$ cat config.mk
export PLATFORM = sky130hd
export DESIGN_NAME = swpm_top
export DESIGN_NICKNAME = d
export VERILOG_FILES = /design/src/swpm_pkg.sv /design/src/swpm_pulse_if.sv /design/src/swpm_pulse_gen.sv /design/src/swpm_top.sv
export VERILOG_INCLUDE_DIRS = /design/src
export SDC_FILE = /design/constraint.sdc
export NUM_CORES = 1
export LEC_CHECK = 0
export ABC_AREA = 0
export BUFFER_PORTS_ARGS = -buffer_cell sky130_fd_sc_hd__buf_4
export CORE_MARGIN = 2
export CORE_UTILIZATION = 53
export DETAILED_ROUTE_END_ITERATION = 8
export GPL_ROUTABILITY_DRIVEN = 0
export PLACE_DENSITY = 0.76
export SLEW_MARGIN = 20
export SYNTH_ARGS = -nofsm -noshare
export SYNTH_HDL_FRONTEND = slang
export SYNTH_HIERARCHICAL = 1
export SYNTH_SLANG_ARGS = --single-unit
export TNS_END_PERCENT = 1
$ cat constraint.sdc
create_clock -name CLOCK -period 2 [get_ports CLOCK]
set_input_delay 0 -clock CLOCK [delete_from_list [all_inputs] [get_ports CLOCK]]
set_output_delay 0 -clock CLOCK [all_outputs]
set_load 0.03 [all_outputs]
$ cat src/swpm_consts.svh
`ifndef SWPM_CONSTS_SVH
`define SWPM_CONSTS_SVH

// ****************************************
// Register map (byte addresses)
// ****************************************
`define SWPM_ADDR_MODE      8'h00
`define SWPM_ADDR_SLEEP     8'h04
`define SWPM_ADDR_STAT      8'h08
`define SWPM_ADDR_PORT0     8'h10
`define SWPM_ADDR_PHY0      8'h30
`define SWPM_NPORT          5

// ****************************************
// Field positions and reset values
// ****************************************
`define SWPM_MODE_LSB       3
`define SWPM_PORT_PD_BIT    3
`define SWPM_PHY_PD_BIT     11
`define SWPM_PHY_AN_BIT     12
`define SWPM_MODE_RST       2'h0
`define SWPM_SLEEP_RST      8'h10
`define SWPM_PHY_AN_RST     1'h1

// ****************************************
// Timing
// ****************************************
`define SWPM_CLK_MHZ        100
`define SWPM_PULSE_NS       120
`define SWPM_PULSE_CYC      ((`SWPM_PULSE_NS * `SWPM_CLK_MHZ + 999) / 1000)
`define SWPM_PULSE_MS       1000
`define SWPM_PERIOD_CYC     (`SWPM_PULSE_MS * `SWPM_CLK_MHZ * 1000)
`define SWPM_SLEEP_UNIT_US  1000
`define SWPM_SLEEP_UNIT_CYC (`SWPM_SLEEP_UNIT_US * `SWPM_CLK_MHZ)
`define SWPM_IRST_CYC       16

`endif

$ cat src/swpm_pkg.sv
package swpm_pkg;

	typedef enum logic [1:0] {
		SWPM_MODE_NORMAL,
		SWPM_MODE_ENERGY,
		SWPM_MODE_SOFT_PD,
		SWPM_MODE_SAVING
	} swpm_mode_e;

	typedef enum {
		SWPM_ST_NORMAL,
		SWPM_ST_ED_AWAKE,
		SWPM_ST_ED_SLEEP,
		SWPM_ST_SOFT_PD,
		SWPM_ST_SAVING,
		SWPM_ST_HW_PD,
		SWPM_ST_IRST
	} swpm_state_e;

endpackage

$ cat src/swpm_pulse_if.sv
`timescale 1ns/100ps

interface swpm_pulse_if;
	logic run;
	logic pulse;

	modport gen (input run, output pulse);
	modport user (output run, input pulse);
endinterface

$ cat src/swpm_pulse_gen.sv
`timescale 1ns/100ps
`include "swpm_consts.svh"

module swpm_pulse_gen #(
	parameter int PERIOD_CYC = `SWPM_PERIOD_CYC
) (
	input wire logic     clk,    // System clock
	input wire logic     rst_n,  // Asynchronous reset, active low
	swpm_pulse_if.gen    pif     // Run request and pulse out
);
	logic [31:0] cnt_r;
	logic        pulse_r;

	assign pif.pulse = pulse_r;

	// ****************************************
	// Period counter, restarts whenever idle
	// ****************************************
	always_ff @(posedge clk or negedge rst_n) begin
		if (!rst_n) begin
			cnt_r <= 32'h0;
		end else if (!pif.run || cnt_r == 32'(PERIOD_CYC - 1)) begin
			cnt_r <= 32'h0;
		end else begin
			cnt_r <= cnt_r + 32'h1;
		end
	end

	// One pulse of fixed width at the start of each period
	always_ff @(posedge clk or negedge rst_n) begin
		if (!rst_n) begin
			pulse_r <= 1'b0;
		end else begin
			pulse_r <= pif.run && (cnt_r < 32'(`SWPM_PULSE_CYC));
		end
	end
endmodule

$ cat src/swpm_top.sv
// The register offsets and the Wishbone interface to the registers are this design's own decisions.
`timescale 1ns/100ps
`include "swpm_consts.svh"

module swpm_top
	import swpm_pkg::*;
#(
	parameter int PERIOD_CYC     = `SWPM_PERIOD_CYC,
	parameter int SLEEP_UNIT_CYC = `SWPM_SLEEP_UNIT_CYC
) (
	input  wire logic        CLOCK,              // 100 MHz system clock
	input  wire logic        RST_N,              // Asynchronous reset, active low
	input  wire logic        CHIP_POWER_DOWN_N,  // Hardware power-down pin, active low
	input  wire logic [4:0]  ENERGY,             // Per-port cable energy seen, pins
	input  wire logic        CYC_I,              // Wishbone cycle
	input  wire logic        STB_I,              // Wishbone strobe
	input  wire logic        WE_I,               // Wishbone write enable
	input  wire logic [7:0]  ADR_I,              // Wishbone byte address
	input  wire logic [3:0]  SEL_I,              // Wishbone byte selects
	input  wire logic [31:0] DAT_I,              // Wishbone write data
	output logic      [31:0] DAT_O,              // Wishbone read data
	output logic             ACK_O,              // Wishbone acknowledge
	output logic             PLL_EN,             // PLL clocks enabled
	output logic             MAC_EN,             // MACs enabled
	output logic             HOST_EN,            // Host interface enabled
	output logic      [4:0]  PHY_TX_EN,          // Per-port PHY transmitter on
	output logic      [4:0]  PHY_RX_EN,          // Per-port PHY receiver on
	output logic      [4:0]  PHY_ED_EN,          // Per-port energy detector on
	output logic      [4:0]  TX_PULSE,           // Per-port link pulse
	output logic             INT_RST_N           // Internal reset, active low
);
	// ****************************************
	// Declarations
	// ****************************************
	swpm_state_e state_r, state_nxt;
	logic [1:0]  mode_r;
	logic [7:0]  sleep_r;
	logic [4:0]  port_pd_r;
	logic [4:0]  phy_pd_r;
	logic [4:0]  an_en_r;
	logic        pd_meta_r, pd_sync_r;
	logic [4:0]  en_meta_r, en_sync_r;
	logic        ack_r;
	logic [31:0] rdat_r;
	logic [4:0]  irst_cnt_r;
	logic [31:0] unit_cnt_r;
	logic [8:0]  sleep_cnt_r;
	logic        any_energy;
	logic        access;
	logic        blocked;
	logic        wr_ok;
	logic        cfg_clr;
	logic [31:0] wmask;
	logic [31:0] wval;
	logic [4:0]  port_off;
	swpm_pulse_if pif ();

	// Byte-lane mask from Wishbone selects
	function automatic logic [31:0] lane_mask(input logic [3:0] sel);
		lane_mask = {{8{sel[3]}}, {8{sel[2]}}, {8{sel[1]}}, {8{sel[0]}}};
	endfunction

	// Returns port index+1 when addr hits the bank at base, else 0
	function automatic logic [2:0] bank_hit(input logic [7:0] addr, input logic [7:0] base);
		logic [7:0] off;
		off = addr - base;
		bank_hit = 3'h0;
		if (off[1:0] == 2'h0 && off[7:2] < 6'(`SWPM_NPORT))
			bank_hit = 3'(off[4:2]) + 3'h1;
	endfunction

	// ****************************************
	// Pin synchronisers
	// ****************************************
	always_ff @(posedge CLOCK or negedge RST_N) begin
		if (!RST_N) begin
			pd_meta_r <= 1'b1;
			pd_sync_r <= 1'b1;
			en_meta_r <= 5'h0;
			en_sync_r <= 5'h0;
		end else begin
			pd_meta_r <= CHIP_POWER_DOWN_N;
			pd_sync_r <= pd_meta_r;
			en_meta_r <= ENERGY;
			en_sync_r <= en_meta_r;
		end
	end

	assign any_energy = |en_sync_r;

	// ****************************************
	// Wishbone slave
	// ****************************************
	assign access = CYC_I && STB_I;
	// Off or resetting: access is answered, reads return zero and writes are ignored
	assign blocked = state_r == SWPM_ST_SOFT_PD || state_r == SWPM_ST_HW_PD ||
	                 state_r == SWPM_ST_IRST;
	assign wr_ok = access && WE_I && !ack_r && !blocked;
	assign wmask = lane_mask(SEL_I);
	assign wval  = DAT_I & wmask;
	assign cfg_clr = state_r == SWPM_ST_HW_PD || state_r == SWPM_ST_IRST;

	always_ff @(posedge CLOCK or negedge RST_N) begin
		if (!RST_N) begin
			ack_r <= 1'b0;
		end else begin
			ack_r <= access && !ack_r;
		end
	end

	assign ACK_O = ack_r;
	assign DAT_O = rdat_r;
	always_ff @(posedge CLOCK or negedge RST_N) begin
		if (!RST_N) begin
			rdat_r <= 32'h0;
		end else if (access && !ack_r && !WE_I && !blocked) begin
			rdat_r <= 32'h0;
			if (ADR_I == `SWPM_ADDR_MODE)
				rdat_r[`SWPM_MODE_LSB +: 2] <= mode_r;
			else if (ADR_I == `SWPM_ADDR_SLEEP)
				rdat_r[7:0] <= sleep_r;
			else if (ADR_I == `SWPM_ADDR_STAT)
				rdat_r <= {11'h0, PHY_RX_EN, 3'h0, PHY_TX_EN,
				           4'h0, state_r == SWPM_ST_ED_SLEEP, HOST_EN, MAC_EN, PLL_EN};
			else if (bank_hit(ADR_I, `SWPM_ADDR_PORT0) != 3'h0)
				rdat_r[`SWPM_PORT_PD_BIT] <= port_pd_r[bank_hit(ADR_I, `SWPM_ADDR_PORT0) - 3'h1];
			else if (bank_hit(ADR_I, `SWPM_ADDR_PHY0) != 3'h0) begin
				rdat_r[`SWPM_PHY_PD_BIT] <= phy_pd_r[bank_hit(ADR_I, `SWPM_ADDR_PHY0) - 3'h1];
				rdat_r[`SWPM_PHY_AN_BIT] <= an_en_r[bank_hit(ADR_I, `SWPM_ADDR_PHY0) - 3'h1];
			end
		end else if (access && !ack_r) begin
			rdat_r <= 32'h0;
		end
	end

	// ****************************************
	// Configuration registers
	// ****************************************
	always_ff @(posedge CLOCK or negedge RST_N) begin
		if (!RST_N) begin
			mode_r  <= `SWPM_MODE_RST;
			sleep_r <= `SWPM_SLEEP_RST;
		end else if (cfg_clr) begin
			mode_r  <= `SWPM_MODE_RST;
			sleep_r <= `SWPM_SLEEP_RST;
		end else if (wr_ok && ADR_I == `SWPM_ADDR_MODE && SEL_I[0]) begin
			mode_r <= wval[`SWPM_MODE_LSB +: 2];
		end else if (wr_ok && ADR_I == `SWPM_ADDR_SLEEP && SEL_I[0]) begin
			sleep_r <= wval[7:0];
		end
	end

	always_ff @(posedge CLOCK or negedge RST_N) begin
		if (!RST_N) begin
			port_pd_r <= 5'h0;
			phy_pd_r  <= 5'h0;
			an_en_r   <= {5{`SWPM_PHY_AN_RST}};
		end else if (cfg_clr) begin
			port_pd_r <= 5'h0;
			phy_pd_r  <= 5'h0;
			an_en_r   <= {5{`SWPM_PHY_AN_RST}};
		end else if (wr_ok) begin
			for (int i = 0; i < `SWPM_NPORT; i++) begin
				if (bank_hit(ADR_I, `SWPM_ADDR_PORT0) == 3'(i + 1) && SEL_I[0])
					port_pd_r[i] <= wval[`SWPM_PORT_PD_BIT];
				if (bank_hit(ADR_I, `SWPM_ADDR_PHY0) == 3'(i + 1) && SEL_I[1]) begin
					phy_pd_r[i] <= wval[`SWPM_PHY_PD_BIT];
					an_en_r[i]  <= wval[`SWPM_PHY_AN_BIT];
				end
			end
		end
	end

	// ****************************************
	// Power state machine
	// ****************************************
	always_comb begin
		state_nxt = state_r;
		case (state_r)
			SWPM_ST_HW_PD: begin
				if (pd_sync_r)
					state_nxt = SWPM_ST_IRST;
			end
			SWPM_ST_IRST: begin
				if (irst_cnt_r == 5'(`SWPM_IRST_CYC - 1))
					state_nxt = SWPM_ST_NORMAL;
			end
			SWPM_ST_SOFT_PD: begin
				if (access)
					state_nxt = SWPM_ST_IRST;
			end
			SWPM_ST_ED_SLEEP: begin
				if (any_energy || mode_r != SWPM_MODE_ENERGY)
					state_nxt = SWPM_ST_ED_AWAKE;
			end
			SWPM_ST_ED_AWAKE: begin
				if (mode_r != SWPM_MODE_ENERGY)
					state_nxt = SWPM_ST_NORMAL;
				else if (sleep_cnt_r > {1'b0, sleep_r})
					state_nxt = SWPM_ST_ED_SLEEP;
			end
			SWPM_ST_NORMAL, SWPM_ST_SAVING: begin
				case (mode_r)
					SWPM_MODE_ENERGY:  state_nxt = SWPM_ST_ED_AWAKE;
					SWPM_MODE_SOFT_PD: state_nxt = SWPM_ST_SOFT_PD;
					SWPM_MODE_SAVING:  state_nxt = SWPM_ST_SAVING;
					default:           state_nxt = SWPM_ST_NORMAL;
				endcase
			end
			default: state_nxt = SWPM_ST_IRST;
		endcase
		if (!pd_sync_r)
			state_nxt = SWPM_ST_HW_PD;
	end

	always_ff @(posedge CLOCK or negedge RST_N) begin
		if (!RST_N) begin
			state_r <= SWPM_ST_NORMAL;
		end else begin
			state_r <= state_nxt;
		end
	end

	always_ff @(posedge CLOCK or negedge RST_N) begin
		if (!RST_N) begin
			irst_cnt_r <= 5'h0;
		end else begin
			irst_cnt_r <= (state_r == SWPM_ST_IRST) ? irst_cnt_r + 5'h1 : 5'h0;
		end
	end

	// Idle time counted in units so the 8-bit delay spans useful times
	always_ff @(posedge CLOCK or negedge RST_N) begin
		if (!RST_N) begin
			unit_cnt_r  <= 32'h0;
			sleep_cnt_r <= 9'h0;
		end else if (state_r != SWPM_ST_ED_AWAKE || any_energy) begin
			unit_cnt_r  <= 32'h0;
			sleep_cnt_r <= 9'h0;
		end else if (unit_cnt_r == 32'(SLEEP_UNIT_CYC - 1)) begin
			unit_cnt_r <= 32'h0;
			if (sleep_cnt_r != 9'h1FF)
				sleep_cnt_r <= sleep_cnt_r + 9'h1;
		end else begin
			unit_cnt_r <= unit_cnt_r + 32'h1;
		end
	end

	// ****************************************
	// Link pulse generator
	// ****************************************
	assign pif.run = state_r == SWPM_ST_ED_AWAKE || state_r == SWPM_ST_ED_SLEEP;

	swpm_pulse_gen #(
		.PERIOD_CYC (PERIOD_CYC)
	) u_pulse (
		.clk   (CLOCK),
		.rst_n (RST_N),
		.pif   (pif)
	);

	// ****************************************
	// Block enables
	// ****************************************
	assign port_off = port_pd_r | phy_pd_r;

	always_ff @(posedge CLOCK or negedge RST_N) begin
		if (!RST_N) begin
			PLL_EN    <= 1'b0;
			MAC_EN    <= 1'b0;
			HOST_EN   <= 1'b0;
			INT_RST_N <= 1'b0;
		end else begin
			case (state_r)
				SWPM_ST_NORMAL, SWPM_ST_SAVING, SWPM_ST_ED_AWAKE: begin
					PLL_EN  <= 1'b1;
					MAC_EN  <= 1'b1;
					HOST_EN <= 1'b1;
				end
				default: begin
					PLL_EN  <= 1'b0;
					MAC_EN  <= 1'b0;
					HOST_EN <= 1'b0;
				end
			endcase
			INT_RST_N <= state_r != SWPM_ST_HW_PD && state_r != SWPM_ST_IRST;
		end
	end

	always_ff @(posedge CLOCK or negedge RST_N) begin
		if (!RST_N) begin
			PHY_TX_EN <= 5'h0;
			PHY_RX_EN <= 5'h0;
			PHY_ED_EN <= 5'h0;
			TX_PULSE  <= 5'h0;
		end else begin
			PHY_TX_EN <= 5'h0;
			PHY_RX_EN <= 5'h0;
			PHY_ED_EN <= 5'h0;
			TX_PULSE  <= 5'h0;
			case (state_r)
				SWPM_ST_NORMAL, SWPM_ST_ED_AWAKE: begin
					PHY_TX_EN <= ~port_off;
					PHY_RX_EN <= ~port_off;
				end
				SWPM_ST_SAVING: begin
					PHY_TX_EN <= ~port_off;
					// Receiver also off, besides port power-down, with autoneg on and no line energy
					PHY_RX_EN <= ~port_off & ~(an_en_r & ~en_sync_r);
				end
				SWPM_ST_ED_SLEEP: begin
					PHY_ED_EN <= ~port_off;
				end
				default: PHY_TX_EN <= 5'h0;
			endcase
			if (pif.run)
				TX_PULSE <= {5{pif.pulse}} & ~en_sync_r & ~port_off;
		end
	end
endmodule

# Word-level counts from Yosys, hierarchy flattened

Cells that the tools add are included.

Output and inout port bits: 57
Register bits: 203
Bits of input ports: 55
Logic and storage cells: 266

Bitwise operators: 9
Reduce and logical (&&, ||, !) cells: 75
Equality and inequality tests: 38
Mux-type cells: 93
Magnitude comparators: 6
Add/sub/neg operators: 10

Operator list:

| kind                                                 | count |
|---|---|
| two-way mux 32 bit                                   | 11 |
| one-hot mux 32 bit (5 select lines)                  | 1 |
| == test 32 x 3 -> 1 bit (second input constant)      | 4 |
| == test 32 x 2 -> 1 bit (second input constant)      | 3 |
| two-way mux 3 bit                                    | 28 |
| adder 32 x 1 -> 32 bit (second input constant)       | 2 |
| == test 32 x 4 -> 1 bit (second input constant)      | 2 |
| != test 32 x 4 -> 1 bit (second input constant)      | 2 |
| two-way mux 5 bit                                    | 10 |
| two-way mux 8 bit                                    | 5 |
| == test 32 x 1 -> 1 bit (second input constant)      | 1 |
| == test 32 x 17 -> 1 bit (second input constant)     | 1 |
| == test 32 x 27 -> 1 bit (second input constant)     | 1 |
| logical NOT 32 bit                                   | 1 |
| < comparator 32 x 4 -> 1 bit (second input constant) | 1 |
| != test 32 x 2 -> 1 bit (second input constant)      | 1 |
| nonzero test 2 bit                                   | 16 |
| two-way mux 27 bit                                   | 1 |
| two-way mux 9 bit                                    | 3 |
| logical AND 1 bit                                    | 25 |
| AND reduction 2 bit                                  | 12 |
| two-way mux 1 bit                                    | 21 |
| AND 5 bit                                            | 4 |
| inverter 5 bit                                       | 3 |
| 39 further kinds                                     | 72 |

# Depth between registers and ports, before layout

Depth after elaboration: 30
Gate-level depth with buffers: 12
Mapped depth without buffers: 11

# Modules after synthesis

Netlist, hierarchy kept.

By module, submodules not included:

| module         | seq. area each (µm²) | area an instance (µm²) | cells each | times used |
|---|---|---|---|---|
| swpm_top       | 3188.1               | 6458.7                 | 618        | 1 |
| swpm_pulse_gen | 825.8                | 2001.9                 | 213        | 1 |

# Worst setup path before layout

OpenSTA, ideal clock, no wires.

Path type: in2reg
Start: input port ADR_I[2]
End: register rdat_r[12], in the netlist DAT_O[12]
Required time: 1.873 ns
Arrival: 2.261 ns
Stages on the path: 12
Setup slack: -0.388 ns
Cells stage by stage: inv_1 -> ha_1 -> clkbuf_1 -> nor2b_1 -> nor4b_4 -> nand3_2 -> inv_1 -> ha_1 -> inv_1 -> mux4_1 -> a21oi_1 -> o21ai_1

Word-level cells in the longest chain between the ends: 19
Elaborated cells on any way between the ends: 39
Those cells by class: add/sub: 5; order compare: 2; eq/ne: 2; mux: 25; reduce/logical: 5

RTL lines:

| element                                | RTL line        | RTL |
|---|---|---|
| start: declaration                     | swpm_top.sv:18  | `input wire logic [7:0] ADR_I,` |
| subtractor 8 x 6 -> 8 bit              | swpm_top.sv:66  | `off = addr - base;` |
| < comparator 6 x 3 -> 1 bit            | swpm_top.sv:68  | `` if (off[1:0] == 2'h0 && off[7:2] < 6'(`SWPM_NPORT)) `` |
| logical AND 1 bit                      | swpm_top.sv:68  |  |
| two-way mux 3 bit                      | swpm_top.sv:68  |  |
| two-way mux 3 bit                      | swpm_top.sv:127 | `` else if (bank_hit(ADR_I, `SWPM_ADDR_PHY0) != 3'h0) begin `` |
| two-way mux 3 bit                      | swpm_top.sv:125 | `` else if (bank_hit(ADR_I, `SWPM_ADDR_PORT0) != 3'h0) `` |
| two-way mux 3 bit                      | swpm_top.sv:122 | `` else if (ADR_I == `SWPM_ADDR_STAT) `` |
| two-way mux 3 bit                      | swpm_top.sv:120 | `` else if (ADR_I == `SWPM_ADDR_SLEEP) `` |
| [... 3 more ...]                       | -               |  |
| binary-select mux 1 bit (select 3 bit) | swpm_top.sv:129 | `` rdat_r[`SWPM_PHY_AN_BIT] <= an_en_r[bank_hit(ADR_I, `SWPM_ADDR_PHY0) - 3'h1]; `` |
| two-way mux 1 bit                      | swpm_top.sv:129 |  |
| two-way mux 2 bit                      | swpm_top.sv:127 |  |
| two-way mux 2 bit                      | swpm_top.sv:125 |  |
| two-way mux 2 bit                      | swpm_top.sv:122 |  |
| two-way mux 13 bit                     | swpm_top.sv:120 |  |
| two-way mux 27 bit (*)                 | swpm_top.sv:118 | `` if (ADR_I == `SWPM_ADDR_MODE) `` |
| two-way mux 32 bit (*)                 | swpm_top.sv:116 | `end else if (access && !ack_r && !WE_I && !blocked) begin` |
| end signal: indexed assignment         | swpm_top.sv:119 | `` rdat_r[`SWPM_MODE_LSB +: 2] <= mode_r; `` |
| end signal: assignment                 | swpm_top.sv:123 | `rdat_r <= {11'h0, PHY_RX_EN, 3'h0, PHY_TX_EN,` |
| end signal: indexed assignment         | swpm_top.sv:126 | `` rdat_r[`SWPM_PORT_PD_BIT] <= port_pd_r[bank_hit(ADR_I, `SWPM_ADDR_PORT0) - 3'h1]; `` |
| end: declaration                       | swpm_top.sv:44  | `logic [31:0] rdat_r;` |

Every way passes the cells marked *; elsewhere a longest branch is shown, timed or not. The select of a mux whose other input is x is not followed.
A chain may end at the register's enable or synchronous reset.

# Worst setup path after layout

Start: register sleep_cnt_r[1]
End: register sleep_cnt_r[5]

Word-level cells in the longest chain between the ends: 4
Elaborated cells on any way between the ends: 7
Those cells by class: add/sub: 1; eq/ne: 1; mux: 3; reduce/logical: 2

RTL lines:

| element                  | RTL line        | RTL |
|---|---|---|
| start: declaration       | swpm_top.sv:47  | `logic [8:0] sleep_cnt_r;` |
| start signal: assignment | swpm_top.sv:243 | `sleep_cnt_r <= sleep_cnt_r + 9'h1;` |
| adder 9 x 1 -> 9 bit     | swpm_top.sv:243 |  |
| two-way mux 9 bit        | swpm_top.sv:242 | `if (sleep_cnt_r != 9'h1FF)` |
| two-way mux 9 bit        | swpm_top.sv:240 | `end else if (unit_cnt_r == 32'(SLEEP_UNIT_CYC - 1)) begin` |
| two-way mux 9 bit        | swpm_top.sv:237 | `end else if (state_r != SWPM_ST_ED_AWAKE \|\| any_energy) begin` |

Several ways; a longest one is shown, not always the timed one. The select of a mux whose other input is x is not followed.

==> flow_summary.json <==
{
  "drt_drc_violations_left": 0,
  "end_kind": "flop",
  "crit_chain": "ha_2, and3_4, and3_4, ha_4, nor4_4, buf_6, nand4_1, xor2_1, nor2_1",
  "dieArea_um2": 16990,
  "setup.worst_path.start_class": "flop",
  "hold_viol": 0,
  "antenna_found_initial": 0,
  "p_seq_frac": 0.454,
  "cp_slowest_cell": "dfrtp_1",
  "ys_seq_elements": 160,
  "p_sw_uw": 2129,
  "power_frac_comb": 0.117,
  "grt_max_degree": 69,
  "boundaryPins": 112,
  "tns_ns": 0,
  "critical_path_class": "flop to flop",
  "rr_worst_depth": 9,
  "cts_made_buffers": 17,
  "worst_slack_ns": 0.006431,
  "required_ns": 2.37,
  "swShare": 0.2850,
  "min_path_cells": 6,
  "htreeDepth": 4,
  "rsz0062_at_grt": "true",
  "power.share.clock": 0.429,
  "hold_path_class": "input pin to flop",
  "grt.overflow.total": 0,
  "ant_nets": 0,
  "layout-drive-gt1-share": 0.2548,
  "routed.top_layer": "met4",
  "yosysSeqAreaShare": 0.4744,
  "die_w_um": 130.3,
  "drtPass1Iterations": 7,
  "slew_violations": 0,
  "die_h_um": 130.3,
  "worstSetupPathDepth": 9,
  "vias": 6863,
  "maxCapViolCount": 0,
  "routed_wl_um": 19570,
  "wire_per_inst_um": 16.14,
  "p_int_uw": 5340,
  "cp_common_cell": "and3_4",
  "clockBufferDepth": 2,
  "finalSetupViolCount": 0,
  "syn_to_final_growth_pct": 25.02,
  "wl_met3_um": 925,
  "start_util": 0.5365,
  "wl_met1_um": 8429,
  "yosysWarnings": 6,
  "ys_types": 74,
  "grt_pass1_vias": 6635,
  "status": "complete, no violations",
  "insertion_delay_ns": 0.44,
  "port_buffers": 73,
  "crit_buf_inv": 1,
  "cp_max_fo": 5,
  "rrSetupSlack_ns": 0.006,
  "grt_pass1_wl_um": 31640,
  "fin_crit_sh": 0.9968,
  "fmax_mhz": 501.6,
  "clock_sinks": 160,
  "p_per_area_nw_per_um2": 706.1,
  "synthFlopType": "dfrtp_1",
  "synth.avg_cell_area_um2": 10.18,
  "rows": 46,
  "cts_tree": "built",
  "vias_per_cell": 5.658,
  "placed_cells": 1155,
  "critPathMaxStageDelay_ns": 0.39,
  "core-area_um2": 15770,
  "clkSlewWorstSetupHoldPaths_ns": 0.07,
  "antenna_cells": 0,
  "root_buffer": "clkbuf_16",
  "syn_area_um2": 8461,
  "worstMarginPinSlew_ns": 0.6496,
  "met2_length_um": 9636,
  "p_leak_uw": 0.004758,
  "cp_top_family": "simple AND/OR/NAND/NOR gates",
  "crit_arrival_ns": 2.36,
  "drt_iter0_drc": 493,
  "synthArstFlopShare": 1.000,
  "synth_edf_count": 0,
  "layout_min_cycle_time_ns": 1.994,
  "place_hpwl_um": 13350,
  "post-place-ws_ns": -0.3636,
  "nets": 1075,
  "nFillCells": 1175,
  "stdcell_count": 1213,
  "max_slew_margin": 0.5669,
  "finClkSkew_ns": 0.007825,
  "ir_drop_uv": 607.2,
  "grt_util_all_layers": 0.2362,
  "syn_inst": 831
}
## cell usage in the layout, fill, tap and decap left out, types with 5 or more instances in the layout
cell	n
dfrtp_1	151
buf_4	143
nor2_1	80
nand2_1	64
nand3_1	42
inv_1	35
xor2_1	31
ha_1	30
nand4_1	29
xnor2_1	22
a21oi_1	21
nor3_1	21
nor4_1	20
o21ai_0	20
dlygate4sd3_1	20
clkbuf_16	17
mux2i_1	16
conb_1	14
and4_1	13
a22o_1	12
and3_1	11
o31ai_1	10
or4_1	9
o21ai_1	8
dfstp_2	8
and2_1	7
or3_1	7
a21oi_2	6
inv_8	6
inv_2	5
o21a_1	5
nor4_4	5
nor2b_1	5
## final cells by class
type	instances	area (um2)	area share
multi-input cells	595	4175	0.3947
flip-flops and latches	160	4015	0.3796
repair buffers	170	1381	0.1306
clock buffers	17	425.4	0.04022
well taps	216	270.3	0.02555
clock inverters	15	160.2	0.01514
inverters	40	150.1	0.01419
## power groups by stage
| stage | registers, uW | logic, uW | clock network, uW |
|---|---|---|---|
| global placement | 3450 | 805 | 0 |
| CTS | 3390 | 854 | 3250 |
| finish | 3390 | 877 | 3200 |
| global route | 3400 | 955 | 3390 |
| floorplan | 3520 | 405 | 0 |
| detailed placement | 3450 | 818 | 0 |
## what timing repair did
| action | 4_1_cts | 5_1_grt |
|---|---|---|
| gates resized for setup | 3 | 21 |
| pin swaps | 1 | 12 |
| cloned | 0 | 1 |
| endpoints found under the setup margin | 8 | 18 |
| hold buffers | 20 | 0 |
| setup buffers | 0 | 5 |
| hold endpoints to repair | 108 | 0 |
## cells by family (layout without fill, tap and decap cells)
| group | count (synthesis) | count (layout) | share of synthesized area |
|---|---|---|---|
| AO/OA/AOI/OAI | 113 | 113 | 0.09213 |
| XOR/XNOR | 54 | 54 | 0.05679 |
| adder cells (fa/ha/maj) | 36 | 36 | 0.05324 |
| buffers and inverters | 89 | 242 | 0.05339 |
| flip-flops | 160 | 160 | 0.4744 |
| multiplexers | 18 | 18 | 0.02470 |
| other | 1 | 14 | 0.0004432 |
| AND/OR/NAND/NOR | 360 | 360 | 0.2449 |
## path summary, 6_finish.rpt
check	from	to
worst min-delay path	ADR_I[0]	port_pd_r[4]
max in group asynchronous	RST_N	PHY_RX_EN[3]
worst min register to register	en_meta_r[2]	en_sync_r[2]
worst max-delay path	sleep_cnt_r[1]	sleep_cnt_r[5]
min in group asynchronous	RST_N	unit_cnt_r[14]
worst max register to register	sleep_cnt_r[1]	sleep_cnt_r[5]
## sequential cells by signal, summed over array words and instances, names as in the netlist, 8 cells and up
register	flops
u_pulse/cnt_r	32
unit_cnt_r	32
DAT_O	18
sleep_cnt_r	9
sleep_r	8
## Yosys cell counts (all sizes together), types with 7 or more instances
cell	count	area share
dfrtp	152	0.45
nor2	81	0.036
nand2	65	0.029
nand3	46	0.029
inv	40	0.018
ha	36	0.053
buf	34	0.029
nand4	33	0.029
xor2	32	0.034
nor4	28	0.030
o21ai	28	0.017
a21oi	27	0.018
nor3	22	0.014
xnor2	22	0.023
mux2i	16	0.019
and3	15	0.011
clkbuf	15	0.0070
and4	14	0.015
or4	13	0.013
a22o	12	0.012
o31ai	11	0.011
and2	8	0.0061
dfstp	8	0.025
or3	7	0.0052
## worst min-delay path, delay by kind of cell
| family | cells | cell delay [ns] |
|---|---|---|
| simple gates | 4 | 0.35 |
| mux | 1 | 0.07 |
| buf+inv | 1 | 0.08 |
## metal layers
metal / global-route usage / up-vias
li1: - / 3266
met1: 0.3017 / 3330
met2: 0.3951 / 214
met3: 0.05371 / 53
met4: 0.08886 / 0
met5: 0 / -
## metrics by stage
step / hold WS, ns / total power [uW] / instance area (um2) / util
CTS: 0.09230 / 7492 / 10430 / 0.6615
finish: 0.1073 / 7469 / 10580 / 0.6707
global placement: 0.04240 / 4253 / 9630 / 0.6107
global route: 0.1679 / 7738 / 10580 / 0.6707
detailed placement: 0.04405 / 4268 / 9630 / 0.6107
floorplan: -0.2956 / 3923 / 8537 / -
(Power assumes the default switching activity.)
